## config.mk

```make
export PLATFORM = sky130hd
export DESIGN_NAME = vectored_irq_unit
export DESIGN_NICKNAME = d
export VERILOG_FILES = /design/src/hdl/vectored_irq_pkg.sv /design/src/hdl/vectored_irq_unit.sv
export VERILOG_INCLUDE_DIRS = /design/src /design/src/hdl
export SDC_FILE = /design/constraint.sdc
export NUM_CORES = 1
export LEC_CHECK = 0
export BUFFER_PORTS_ARGS = -buffer_cell sky130_fd_sc_hd__buf_2
export CORE_ASPECT_RATIO = 1.5
export CORE_UTILIZATION = 25
export DETAILED_ROUTE_END_ITERATION = 10
export SLEW_MARGIN = 10
export SYNTH_ARGS = -nofsm -noshare
export SYNTH_HDL_FRONTEND = slang
export SYNTH_SLANG_ARGS = --single-unit
```

## constraint.sdc

```tcl
create_clock -name mclk -period 2.6 [get_ports mclk]
set_clock_uncertainty 0.1 [all_clocks]
set_input_delay 0.26 -clock mclk [delete_from_list [all_inputs] [get_ports mclk]]
set_output_delay 0.26 -clock mclk [all_outputs]
set_load 0.005 [all_outputs]
```

## src/hdl/vectored_irq_regs.svh

```systemverilog
// register offsets, field positions, reset values and timing counts of the vectored irq unit
`ifndef VECTORED_IRQ_REGS_SVH
`define VECTORED_IRQ_REGS_SVH

`define VECTOR_CTRL_OFS          20'h30000
`define RAW_IRQ_STATUS_OFS       20'h30004
`define IRQ_ENABLE_SET_OFS       20'h30008
`define IRQ_ENABLE_CLEAR_OFS     20'h3000C
`define IRQ_ENABLED_VIEW_OFS     20'h30010
`define PENDING_VECTOR_ADDR_OFS  20'h30014
`define SOFT_IRQ_TRIGGER_OFS     20'h30018
`define IRQ_ACKNOWLEDGE_OFS      20'h3001C
`define VECTOR_TABLE_FIRST_OFS   20'h30020
`define VECTOR_TABLE_LAST_OFS    20'h3003F

`define CTRL_ENABLE_BIT          0
`define CTRL_POLARITY_BIT        1
`define CTRL_EDGE_EMU_BIT        2
`define CTRL_PULSE_LEN_LSB       3
`define CTRL_PULSE_LEN_W         16

`define VECTOR_CTRL_RESET        32'h0000_0000
`define VECTOR_ENTRY_FIRST       32'h0005_2000
`define VECTOR_ENTRY_SECOND      32'h0007_2000

// emulated pulse length unit is one clock cycle
`define PULSE_LEN_MIN_CYCLES     16'h0001

`endif

```

## src/hdl/vectored_irq_pkg.sv

```systemverilog
// types of the vectored irq unit
package vectored_irq_pkg;

	typedef struct packed {
		logic        enable;
		logic        polarity;
		logic        edgeEmulation;
		logic [15:0] pulseLength;
	} ctrl_t;

	typedef struct packed {
		logic        strobe;
		logic        write;
		logic [19:0] addr;
		logic [31:0] wdata;
	} bus_req_t;

	typedef enum logic [2:0] {
		OUT_IDLE   = 3'b001,
		OUT_ASSERT = 3'b010,
		OUT_GAP    = 3'b100
	} out_state_t;

endpackage

```

## src/hdl/vectored_irq_unit.sv

```systemverilog
// vectored interrupt combiner merging two embedded_irq_mux lines onto one host line
`timescale 1ns/1ps
`include "vectored_irq_regs.svh"

// Function
// merge all mux request lines into one output
// control bit 0 enables whole controller
// control bit 1 selects output polarity
// edge emulation forces low pulse per acknowledge; code drives the inactive level instead, which is high when control bit 1 is 0
// control field sets pulse length delay
// raw status shows unmasked input levels
// enable-set register ones enable inputs
// enable-clear register ones disable inputs
// enabled view reads current enable bits
// vector register returns pending source address
// soft trigger ones emulate input requests
// acknowledge register ones acknowledge pending inputs
// table words hold both mux addresses
// each mux drives one merged line
// host bridge raises message on rising edge
// software enables, high polarity, both inputs
// assert while enabled pending unacknowledged; lowest vector
module vectored_irq_unit
	import vectored_irq_pkg::*;
#(
	parameter int          NUM_INPUTS  = 2,
	parameter logic [31:0] ENTRY_FIRST = `VECTOR_ENTRY_FIRST,
	parameter logic [31:0] ENTRY_SECOND = `VECTOR_ENTRY_SECOND
) (
	// clock and reset
	input  wire logic                  mclk,
	input  wire logic                  nrst,
	// register access
	input  wire bus_req_t              busReq,
	output logic                       busAck,
	output logic [31:0]                busRdata,
	// interrupt lines from the muxes
	input  wire logic [NUM_INPUTS-1:0] muxIrq,
	// host interrupt line
	output logic                       hostIrq
);

	localparam int TABLE_WORDS = 8;

	ctrl_t                 ctrl;
	logic [NUM_INPUTS-1:0] irqSync1;
	logic [NUM_INPUTS-1:0] irqSync2;
	logic [NUM_INPUTS-1:0] enabled;
	logic [NUM_INPUTS-1:0] softReq;
	logic [NUM_INPUTS-1:0] inService;
	logic [NUM_INPUTS-1:0] pending;
	logic                  anyPending;
	logic [31:0]           vectorTable [TABLE_WORDS];
	out_state_t            outState;
	logic [15:0]           gapCount;
	logic                  rawAssert;
	logic                  activeLevel;
	logic [31:0]           vectorAddr;
	logic                  wrCtrl;
	logic                  wrSet;
	logic                  wrClear;
	logic                  wrSoft;
	logic                  wrAck;

	function automatic logic hit(input logic [19:0] addr, input logic [19:0] ofs);
		hit = busReq.strobe && busReq.write && (addr == ofs);
	endfunction

	assign wrCtrl  = hit(busReq.addr, `VECTOR_CTRL_OFS);
	assign wrSet   = hit(busReq.addr, `IRQ_ENABLE_SET_OFS);
	assign wrClear = hit(busReq.addr, `IRQ_ENABLE_CLEAR_OFS);
	assign wrSoft  = hit(busReq.addr, `SOFT_IRQ_TRIGGER_OFS);
	assign wrAck   = hit(busReq.addr, `IRQ_ACKNOWLEDGE_OFS);

	// vector table, unused words read zero
	generate
		for (genvar w = 0; w < TABLE_WORDS; w++) begin : g_table
			if (w == 0) begin : g_first
				assign vectorTable[w] = ENTRY_FIRST;
			end else if (w == 1) begin : g_second
				assign vectorTable[w] = ENTRY_SECOND;
			end else begin : g_unused
				assign vectorTable[w] = 32'h0000_0000;
			end
		end
	endgenerate

	// pins are asynchronous to mclk
	always_ff @(posedge mclk or negedge nrst) begin
		if (!nrst) begin
			irqSync1 <= '0;
			irqSync2 <= '0;
		end else begin
			irqSync1 <= muxIrq;
			irqSync2 <= irqSync1;
		end
	end

	always_ff @(posedge mclk or negedge nrst) begin
		if (!nrst) begin
			ctrl <= ctrl_t'(19'(`VECTOR_CTRL_RESET));
		end else if (wrCtrl) begin
			ctrl.enable        <= busReq.wdata[`CTRL_ENABLE_BIT];
			ctrl.polarity      <= busReq.wdata[`CTRL_POLARITY_BIT];
			ctrl.edgeEmulation <= busReq.wdata[`CTRL_EDGE_EMU_BIT];
			ctrl.pulseLength   <= busReq.wdata[`CTRL_PULSE_LEN_LSB +: `CTRL_PULSE_LEN_W];
		end
	end

	// set wins over clear only when both are written, which cannot happen in one cycle
	always_ff @(posedge mclk or negedge nrst) begin
		if (!nrst) begin
			enabled <= '0;
		end else if (wrSet) begin
			enabled <= enabled | busReq.wdata[NUM_INPUTS-1:0];
		end else if (wrClear) begin
			enabled <= enabled & ~busReq.wdata[NUM_INPUTS-1:0];
		end
	end

	// soft request persists until acknowledged; a new trigger beats a same-cycle ack
	always_ff @(posedge mclk or negedge nrst) begin
		if (!nrst) begin
			softReq <= '0;
		end else if (wrSoft) begin
			softReq <= softReq | busReq.wdata[NUM_INPUTS-1:0];
		end else if (wrAck) begin
			softReq <= softReq & ~busReq.wdata[NUM_INPUTS-1:0];
		end
	end

	assign pending = (irqSync2 | softReq) & enabled;

	// source being serviced is latched when the line goes active, freed by acknowledge
	always_ff @(posedge mclk or negedge nrst) begin
		if (!nrst) begin
			inService <= '0;
		end else if (wrAck) begin
			inService <= inService & ~busReq.wdata[NUM_INPUTS-1:0];
		end else if (outState == OUT_IDLE && anyPending && ctrl.enable) begin
			inService <= pending & ~(pending - 1'b1);
		end
	end

	assign anyPending = |pending;

	always_comb begin
		vectorAddr = 32'h0000_0000;
		for (int i = NUM_INPUTS - 1; i >= 0; i--) begin
			if (pending[i]) begin
				vectorAddr = vectorTable[i];
			end
		end
	end

	// output sequencer; in emulation a gap after each ack taken in OUT_ASSERT makes a fresh edge
	always_ff @(posedge mclk or negedge nrst) begin
		if (!nrst) begin
			outState <= OUT_IDLE;
			gapCount <= 16'h0000;
		end else begin
			unique case (outState)
				OUT_IDLE: begin
					if (ctrl.enable && anyPending) begin
						outState <= OUT_ASSERT;
					end
				end
				OUT_ASSERT: begin
					if (!ctrl.enable) begin
						outState <= OUT_IDLE;
					end else if (wrAck && ctrl.edgeEmulation) begin
						outState <= OUT_GAP;
						gapCount <= (ctrl.pulseLength < `PULSE_LEN_MIN_CYCLES) ?
							`PULSE_LEN_MIN_CYCLES : ctrl.pulseLength;
					end else if (wrAck || !anyPending) begin
						outState <= OUT_IDLE;
					end
				end
				OUT_GAP: begin
					if (gapCount == 16'h0001) begin
						outState <= OUT_IDLE;
					end
					gapCount <= gapCount - 16'h0001;
				end
			endcase
		end
	end

	assign rawAssert = (outState == OUT_ASSERT) && ctrl.enable;
	assign activeLevel = ctrl.polarity;

	// registered so the host line is glitch free
	always_ff @(posedge mclk or negedge nrst) begin
		if (!nrst) begin
			hostIrq <= 1'b0;
		end else begin
			hostIrq <= rawAssert ? activeLevel : ~activeLevel;
		end
	end

	// register reads, one cycle latency, unmapped reads zero
	always_ff @(posedge mclk or negedge nrst) begin
		if (!nrst) begin
			busAck   <= 1'b0;
			busRdata <= 32'h0000_0000;
		end else begin
			busAck   <= busReq.strobe;
			busRdata <= 32'h0000_0000;
			if (busReq.strobe && !busReq.write) begin
				if (busReq.addr >= `VECTOR_TABLE_FIRST_OFS &&
					busReq.addr <= `VECTOR_TABLE_LAST_OFS) begin
					busRdata <= vectorTable[busReq.addr[4:2]];
				end else begin
					unique case (busReq.addr)
						`VECTOR_CTRL_OFS: begin
							busRdata[`CTRL_ENABLE_BIT]   <= ctrl.enable;
							busRdata[`CTRL_POLARITY_BIT] <= ctrl.polarity;
							busRdata[`CTRL_EDGE_EMU_BIT] <= ctrl.edgeEmulation;
							busRdata[`CTRL_PULSE_LEN_LSB +: `CTRL_PULSE_LEN_W] <=
								ctrl.pulseLength;
						end
						`RAW_IRQ_STATUS_OFS: begin
							busRdata[NUM_INPUTS-1:0] <= irqSync2;
						end
						`IRQ_ENABLED_VIEW_OFS: begin
							busRdata[NUM_INPUTS-1:0] <= enabled;
						end
						`PENDING_VECTOR_ADDR_OFS: begin
							busRdata <= vectorAddr;
						end
						default: begin
							busRdata <= 32'h0000_0000;
						end
					endcase
				end
			end
		end
	end

endmodule

```

# Word level (Yosys, flattened, before mapping)

Memory sizes are Yosys's and may differ from the RTL's.
Index checks and enable logic that the tools add are counted.

Bits in registers: 80
ROM bits: 256
Bits of input ports: 58
Output and inout bits: 34
Word-level logic and storage cells: 89
Memories kept: 1

Add/sub/neg operators: 1
Order comparisons: 4
Eq/ne operators: 17
Muxes and demuxes: 24
Bitwise operators: 9
Reductions and logical operators: 20

Memory list:

| memory          | depth | bits a word | read ports | clocked after Yosys merged registers in | wr ports | line                     | RTL |
|---|---|---|---|---|---|---|---|
| (no name shown) | 8     | 32          | 1          | 0                                       | 0        | vectored_irq_unit.sv:212 | `busRdata <= vectorTable[busReq.addr[4:2]];` |

Operators by type and width:

| cell                    | count |
|---|---|
| $eq A20 B18 Y1 const B  | 8 |
| $mux W32                | 5 |
| $mux W16                | 3 |
| $pmux W17 S2            | 1 |
| $pmux W16 S2            | 1 |
| $ge A20 B18 Y1 const B  | 1 |
| $le A20 B18 Y1 const B  | 1 |
| $mux W19                | 1 |
| $eq A16 B1 Y1 const B   | 1 |
| $lt A16 B1 Y1 const B   | 1 |
| $sub A16 B1 Y16 const B | 1 |
| $mux W3                 | 5 |
| $mux W13                | 1 |
| $logic_and A1 B1 Y1     | 11 |
| $pmux W3 S3             | 1 |
| $mux W2                 | 4 |
| $pmux W2 S4             | 1 |
| $and A2 B2 Y2           | 3 |
| $ne A2 B2 Y1 const B    | 3 |
| $or A2 B2 Y2            | 3 |
| $reduce_and A3 Y1       | 2 |
| $reduce_bool A2 Y1      | 3 |
| $ge A4 B4 Y1 const B    | 1 |
| $ne A4 B4 Y1 const B    | 1 |
| 11 further kinds        | 12 |

# Depth between registers and ports, before layout

Gate-level depths: netlist of the first run.

Depth after elaboration: 9
Mapped depth: 6
Mapped depth without buffers: 6

# Worst setup path before layout of the first run

No wires, ideal clock.

Path kind: flip-flop to flip-flop
Start point: reg gapCount[4]
End point: reg gapCount[8]
Library setup time: 0.118 ns
Arrival time: 1.698 ns
Data required time: 2.382 ns
Setup slack: 0.684 ns
Stages on the path, launching flop included: 6
Buffers on the path: 0
Period minus slack after synthesis: 1.916 ns
Cells stage by stage: dfrtp_1 or4_4 nor4b_4 nor2_1 a221o_1 a21o_1

Word-level cells in the longest chain between the ends: 2

RTL lines:

| element                  | line                     | RTL |
|---|---|---|
| start: declaration       | vectored_irq_unit.sv:55  | `logic [15:0] gapCount;` |
| start signal: assignment | vectored_irq_unit.sv:173 | `` gapCount <= (ctrl.pulseLength < `PULSE_LEN_MIN_CYCLES) ? `` |
| start signal: assignment | vectored_irq_unit.sv:183 | `gapCount <= gapCount - 16'h0001;` |
| $sub A16 B1 Y16          | vectored_irq_unit.sv:183 |  |
| $pmux W16 S2             | vectored_irq_unit.sv:162 | `unique case (outState)` |

No other way between the ends.
A chain may end at the register's enable or synchronous reset.

# Worst setup path in the final report of the first run

Start point: in busReq[53] (netlist name)
End point: reg gapCount[2]

Word-level cells in the longest chain between the ends: 5

RTL lines:

| element                           | line                     | RTL |
|---|---|---|
| start: declaration                | vectored_irq_unit.sv:34  | `input wire bus_req_t busReq,` |
| $logic_and A1 B1 Y1 (2 in series) | vectored_irq_unit.sv:66  | `hit = busReq.strobe && busReq.write && (addr == ofs);` |
| $logic_and A1 B1 Y1               | vectored_irq_unit.sv:171 | `end else if (wrAck && ctrl.edgeEmulation) begin` |
| $ne A2 B2 Y1 (no line)            | --                       |  |
| $reduce_and A3 Y1 (no line)       | --                       |  |

No other way between the ends.

==> impl_metrics.py, run 1 <==
metrics = {
    "logic_synthesis": {
        "synth_top_area_share_pct": 50.1,
        "synth_edf_count": 0,
        "synth_compound_area_share_pct": 12.5,
        "syn-cell-area_um2": 3300,
        "synth_top_family_by_area": "simple AND/OR/NAND/NOR gates",
        "ys_types": 56,
        "synthArstFlopShare_pct": 100,
        "yosys_warnings": 0,
        "yosysTopAreaCell": "dfrtp_1",
        "synth_adder_area_share_pct": 0.758,
        "ys_seq_area_share_pct": 50.9,
        "postSynthAreaPerCell_um2": 11.4,
        "synth.area.top_cells": "dfrtp_1, mux2_2, buf_4",
        "synth-simple-area-share_pct": 22.9,
        "synth_flop_cell": "dfrtp_1",
        "ys_ff_latch": 67,
        "synth_mux_area_share_pct": 7.39,
        "synth_cells": 290,
        "synth-xor-area-share_pct": 0.796,
    },
    "timing": {
        "max_freq_mhz": 442,
        "tightest_slew_ns": 0.627,
        "hold_viol_final": 0,
        "setup_ws_ns": 0.335,
        "fin_crit_sh_pct": 87.1,
        "min_period_ns": 2.26,
        "setup_tns_ns": 0,
        "drv_slew": 0,
        "fin_hold_ws_ns": 0.0530,
        "slew_headroom_pct": 58.2,
        "setup_violations": 0,
        "grt_setup_unrepaired": "no",
    },
    "layout": {
        "antenna_cells": 0,
        "instances_no_fill": 531,
        "nNetsFinal": 427,
        "layout_commonest_cell": "dfrtp_1",
        "mostFrequentLayoutCells": "dfrtp_1, buf_2, nand2_1, o21ai_0, mux2_2",
        "drive_gt1_share_pct": 34.9,
        "post-route-util_pct": 31.9,
        "final_cell_area_um2": 4140,
        "syn2layout_area_growth_pct": 25.4,
    },
    "floorplanning": {
        "die_h_um": 143,
        "ios": 92,
        "core_um2": 13000,
        "rows": 51,
        "dieArea_um2": 13700,
        "die_x_um": 95.8,
        "initial_core_util_pct": 25.5,
    },
    "clock_network": {
        "cts_tree": "yes",
        "clk_pin_slew_ns": 0.05,
        "cts_root_buf": "clkbuf_16",
        "clock_sinks": 67,
        "cts_buffers": 9,
        "clk_path_buf_depth": 2,
        "ctsHtreeMaxLevel": 3,
        "clk_latency_ns": 0.33,
        "cts_resized": 0,
    },
    "grt": {
        "antenna_found_initial": 0,
        "grt_pass1_vias": 2615,
        "grt.overflow.total": 0,
        "grt_pass1_wl_mm": 12.9,
        "grt_max_degree": 42,
        "grt_usage_pct": 12.8,
    },
    "status": {
        "outcome": "complete, no violations",
    },
    "worst_hold_path": {
        "hp-class": "in2reg",
        "holdPathStages": 2,
    },
    "worst_setup_path": {
        "crit_required_ns": 2.76,
        "path_buf_inv": 3,
        "cpPeakStageDelay_ns": 0.56,
        "path_class": "in2reg",
        "worstPathMaxFanout": 9,
        "r2r_cells": 6,
        "critical_path.cell_chain": "dlygate4sd3_1 -> buf_2 -> and4b_1 -> nand3_2 -> nor4_4 -> buf_4 -> mux2i_1 -> a21oi_1",
        "path_depth": 8,
        "cp_data_arrival_time_ns": 2.43,
        "crit_family": "simple AND/OR/NAND/NOR gates",
        "slowest_stage": "nor4_4",
        "worst_setup_path_start_kind": "input pin",
        "crit_path_end_kind": "register",
    },
    "route": {
        "drt_iter0_markers": 104,
        "drt-met1-wl_mm": 3.15,
        "routed.top_layer": "met4",
        "drc": 0,
        "met3_wirelength_um": 390,
        "vias": 2532,
        "firstDrtPassIters": 4,
        "wl_met2_mm": 4.10,
        "wire_per_inst_um": 14.7,
        "final_antenna_net_count": 0,
        "totalWireLength_mm": 7.78,
        "viasPerCell": 4.77,
    },
    "placed_design": {
        "placed_cells": 511,
        "hpwlAfterDp_mm": 5.78,
        "dp_slack_ns": 0.414,
        "io_buffers": 65,
        "placed_area_um2": 3780,
        "gp_congestion": 0.826,
    },
    "pwr": {
        "peakVddDrop_v": 0.000319,
        "p_per_area_nw_per_um2": 579,
        "p_total_mw": 2.40,
        "p_leak_nw": 1.90,
    },
    "run": {
        "maxCapViolCount": 0,
    },
}
==> worst reg2reg max path, cell delays in order (launching register included) <==
cell and delay [ns]:
dfrtp_1 0.42, nor3b_2 0.35, nand3_1 0.25, nor4_4 0.47
buf_4 0.27, mux2i_1 0.09, a21oi_1 0.14
==> flip-flops by register name (all words and copies together), names as in the netlist, named ones only <==
register,count
irqSync2,2
busRdata,19
outState,3
ctrl,18
busAck,1
activeLevel,1
irqSync1,2
gapCount,16
hostIrq,1
==> cell families after synthesis <==
| kind of cell | Yosys count |
|---|---|
| XOR/XNOR | 3 |
| AO/OA/AOI/OAI | 59 |
| multiplexers | 22 |
| flip-flops | 67 |
| other | 1 |
| AND/OR/NAND/NOR | 112 |
| adder cells (fa/ha/maj) | 2 |
| buffers and inverters | 24 |
==> cells in the mapped netlist, types with 2 or more instances <==
master	n
a21o_1	2
mux2_2	19
nor2_1	17
inv_1	3
nor3b_2	3
a221o_1	3
o41ai_1	4
o21ai_0	19
and2_1	15
nor3_2	2
nor4_1	4
nor4_4	2
dfrtp_1	66
nor2_2	3
ha_1	2
clkbuf_1	3
a31oi_1	2
buf_4	15
nor3_1	8
nor4b_4	2
nand3_2	2
nand2_1	19
or4_4	2
xor2_1	2
o31ai_1	6
nand3_1	7
a21oi_1	11
and4b_1	2
nor2b_1	3
nor4_2	2
nand3b_1	3
a211oi_1	4
nand4b_1	5
mux2i_1	3
nand4_1	3
or3_1	2
==> worst paths after layout <==
kind                                  start           to  slack, ns
max in group asynchronous              nrst  outState[0]       1.32
worst max register to register  outState[2]  gapCount[2]       0.45
worst min-delay path              busReq[3]      ctrl[0]       0.05
worst min register to register  irqSync1[0]  irqSync2[0]       0.26
worst max-delay path             busReq[53]  gapCount[2]       0.34
min in group asynchronous              nrst  busRdata[7]       0.38
==> power breakdown <==
part	internal, mW	leakage (nW)	switching (mW)
logic	0.0398	0.868	0.0576
clock network	0.816	0.155	0.434
registers	1.05	0.874	0.00173
==> final cells by class <==
class | count | area, um2
multi-input combinational | 211 | 1510
sequential | 67 | 1680
timing repair buffer | 75 | 423
clock buffer | 12 | 267
clock inverter | 4 | 47.5
tap | 159 | 199
inverter | 3 | 11.3
fill | 1328 | 8820
==> layer usage <==
layer | up-vias | GRT usage [%]
li1 | 1203 | -
met1 | 1236 | 14.1
met2 | 83 | 22.0
met3 | 10 | 3.57
met4 | 0 | 6.60
met5 | - | 0
==> repair_timing <==
action,4_1_cts,5_1_grt
hold buffers,4,0
hold endpoints to repair,29,0
buffers inserted,0,0
setup endpoints to repair,0,0
(Power assumes the default switching activity.)
==> inputs of run 2 (changes only) <==
--- a/config.mk
+++ b/config.mk
@@ -10,6 +10,7 @@
 export CORE_ASPECT_RATIO = 1.5
 export CORE_UTILIZATION = 25
 export DETAILED_ROUTE_END_ITERATION = 10
+export SETUP_SLACK_MARGIN = 0.4
 export SLEW_MARGIN = 10
 export SYNTH_ARGS = -nofsm -noshare
 export SYNTH_HDL_FRONTEND = slang
==> run 2 against run 1 <==
  * Combinational power about the same
  * First-iteration DRC count increased by 15%
  * Via count increased by 0.83%
  * Non-clock buffer count increased by 3
  * Power about the same
  * Critical path depth decreased by 2
  * Final cell count increased by 0.56%
  * Utilization increased by 0.31 points
  * Global-route usage about the same
  * Sequential power about the same
  * Clock power about the same
==> impl_metrics.py, run 2 (synthesized netlist as in run 1, its figures left out) <==
metrics = {
    "worst_setup_path": {
        "worstPathMaxFanout": 5,
        "crit_required_ns": 2.71,
        "cp_data_arrival_time_ns": 2.16,
        "worst_setup_path_start_kind": "register",
        "crit_path_end_kind": "register",
        "path_class": "reg2reg",
    },
    "layout": {
        "nNetsFinal": 430,
        "largest-register": "busRdata",
        "largest_reg_flops": 19,
        "final_cell_area_um2": 4180,
        "layout_commonest_cell": "dfrtp_1",
        "post-route-util_pct": 32.2,
        "drive_gt1_share_pct": 35.7,
        "antenna_cells": 0,
        "mostFrequentLayoutCells": "dfrtp_1, buf_2, nand2_1, mux2_2, o21ai_0",
        "syn2layout_area_growth_pct": 26.6,
        "reg_top3": "busRdata (19), ctrl (18), gapCount (16)",
    },
    "timing": {
        "drv_slew": 0,
        "fin_crit_sh_pct": 78.9,
        "hold_viol_final": 0,
        "min_period_ns": 2.05,
        "max_freq_mhz": 487,
        "slew_headroom_pct": 58.3,
        "setup_violations": 0,
        "setup_tns_ns": 0,
        "tightest_slew_ns": 0.626,
        "fin_hold_ws_ns": 0.0561,
        "grt_setup_unrepaired": "no",
    },
    "pwr": {
        "p_leak_nw": 1.91,
        "p_total_mw": 2.40,
        "switchingPower_uw": 493,
        "seq_power_share_pct": 43.8,
        "comb_power_share_pct": 4.1,
        "peakVddDrop_v": 0.000316,
        "clkPwrFrac_pct": 52.1,
        "p_per_area_nw_per_um2": 574,
        "swShare_pct": 20.6,
        "p_int_mw": 1.90,
    },
    "grt": {
        "grt.overflow.total": 0,
        "grt_pass1_vias": 2625,
        "grt_max_degree": 42,
        "grt_usage_pct": 12.8,
        "grt_pass1_wl_mm": 12.9,
        "antenna_found_initial": 0,
    },
    "floorplanning": {
        "die_x_um": 95.8,
        "dieArea_um2": 13700,
        "initial_core_util_pct": 25.5,
        "rows": 51,
        "core_um2": 13000,
        "die_h_um": 143,
        "ios": 92,
    },
    "route": {
        "drc": 0,
        "wire_per_inst_um": 14.6,
        "viasPerCell": 4.78,
        "final_antenna_net_count": 0,
        "totalWireLength_mm": 7.78,
        "vias": 2553,
        "drt_iter0_markers": 120,
        "firstDrtPassIters": 4,
    },
    "clock_network": {
        "clk_pin_slew_ns": 0.06,
        "clk_path_buf_depth": 2,
        "cts_tree": "yes",
        "ctsHtreeMaxLevel": 3,
        "clock_sinks": 67,
        "clk_latency_ns": 0.33,
        "cts_buffers": 9,
        "cts_root_buf": "clkbuf_16",
    },
    "placed_design": {
        "placed_area_um2": 3780,
        "gp_congestion": 0.826,
        "hpwlAfterDp_mm": 5.78,
        "io_buffers": 65,
    },
    "worst_hold_path": {
        "hp-class": "in2reg",
    },
    "status": {
        "outcome": "complete, no violations",
    },
    "run": {
        "maxCapViolCount": 0,
    },
}
## run 2: path summary, 6_finish.rpt
check,start,endpoint,slack [ns],cells after the start
worst min register to register,irqSync1[0],irqSync2[0],0.26,0
min in group asynchronous,nrst,busRdata[7],0.38,2
max in group asynchronous,nrst,outState[0],1.32,3
worst max-delay path,outState[1],gapCount[1],0.55,6
worst max register to register,outState[1],gapCount[1],0.55,6
worst min-delay path,busReq[3],ctrl[0],0.06,2
## run 2: what timing repair did
action,4_1_cts,5_1_grt
setup buffers,0,3
hold endpoints to repair,29,0
hold buffers,4,0
setup endpoints to repair,0,10
gates resized for setup,0,4
## run 2: metal layers
layer  vias up  track usage, %  wire length (um)
met5         -               0                 0
met4         0            6.60               172
met3        12            3.57               360
met2        82            22.1              4090
met1      1249            14.1              3160
li1       1210               -                 -
## run 2: power groups by stage
stage | sequential (mW) | clock [mW] | combinational (mW)
detailed placement | 1.07 | 0 | 0.0955
CTS | 1.05 | 1.28 | 0.100
global route | 1.05 | 1.33 | 0.112
global placement | 1.07 | 0 | 0.0938
finish | 1.05 | 1.25 | 0.0976
floorplan | 1.07 | 0 | 0.0377
## run 2: worst max-delay path, stage by stage, from the launching register on
cell and delay (ns):
dfrtp_1 0.44, nor3b_4 0.32, nand3_2 0.17, nor4_4 0.35, buf_4 0.19, nor2_2 0.05
a221o_1 0.31
## run 2: final cells by class
| type | count | area [um2] |
|---|---|---|
| Fill cell | 1330 | 8780 |
| Sequential cell | 67 | 1680 |
| Multi-Input combinational cell | 211 | 1530 |
| Timing Repair Buffer | 78 | 445 |
| Clock buffer | 12 | 267 |
| Tap cell | 159 | 199 |
| Clock inverter | 4 | 47.5 |
| Inverter | 3 | 11.3 |
## run 2: per-stage QoR
stage          instances  setup WS, ns
2_1_floorplan        302         0.684
3_3_place_gp         511         0.428
3_5_place_dp         511         0.414
4_1_cts              531         0.441
5_1_grt              534         0.401
6_report             534         0.548
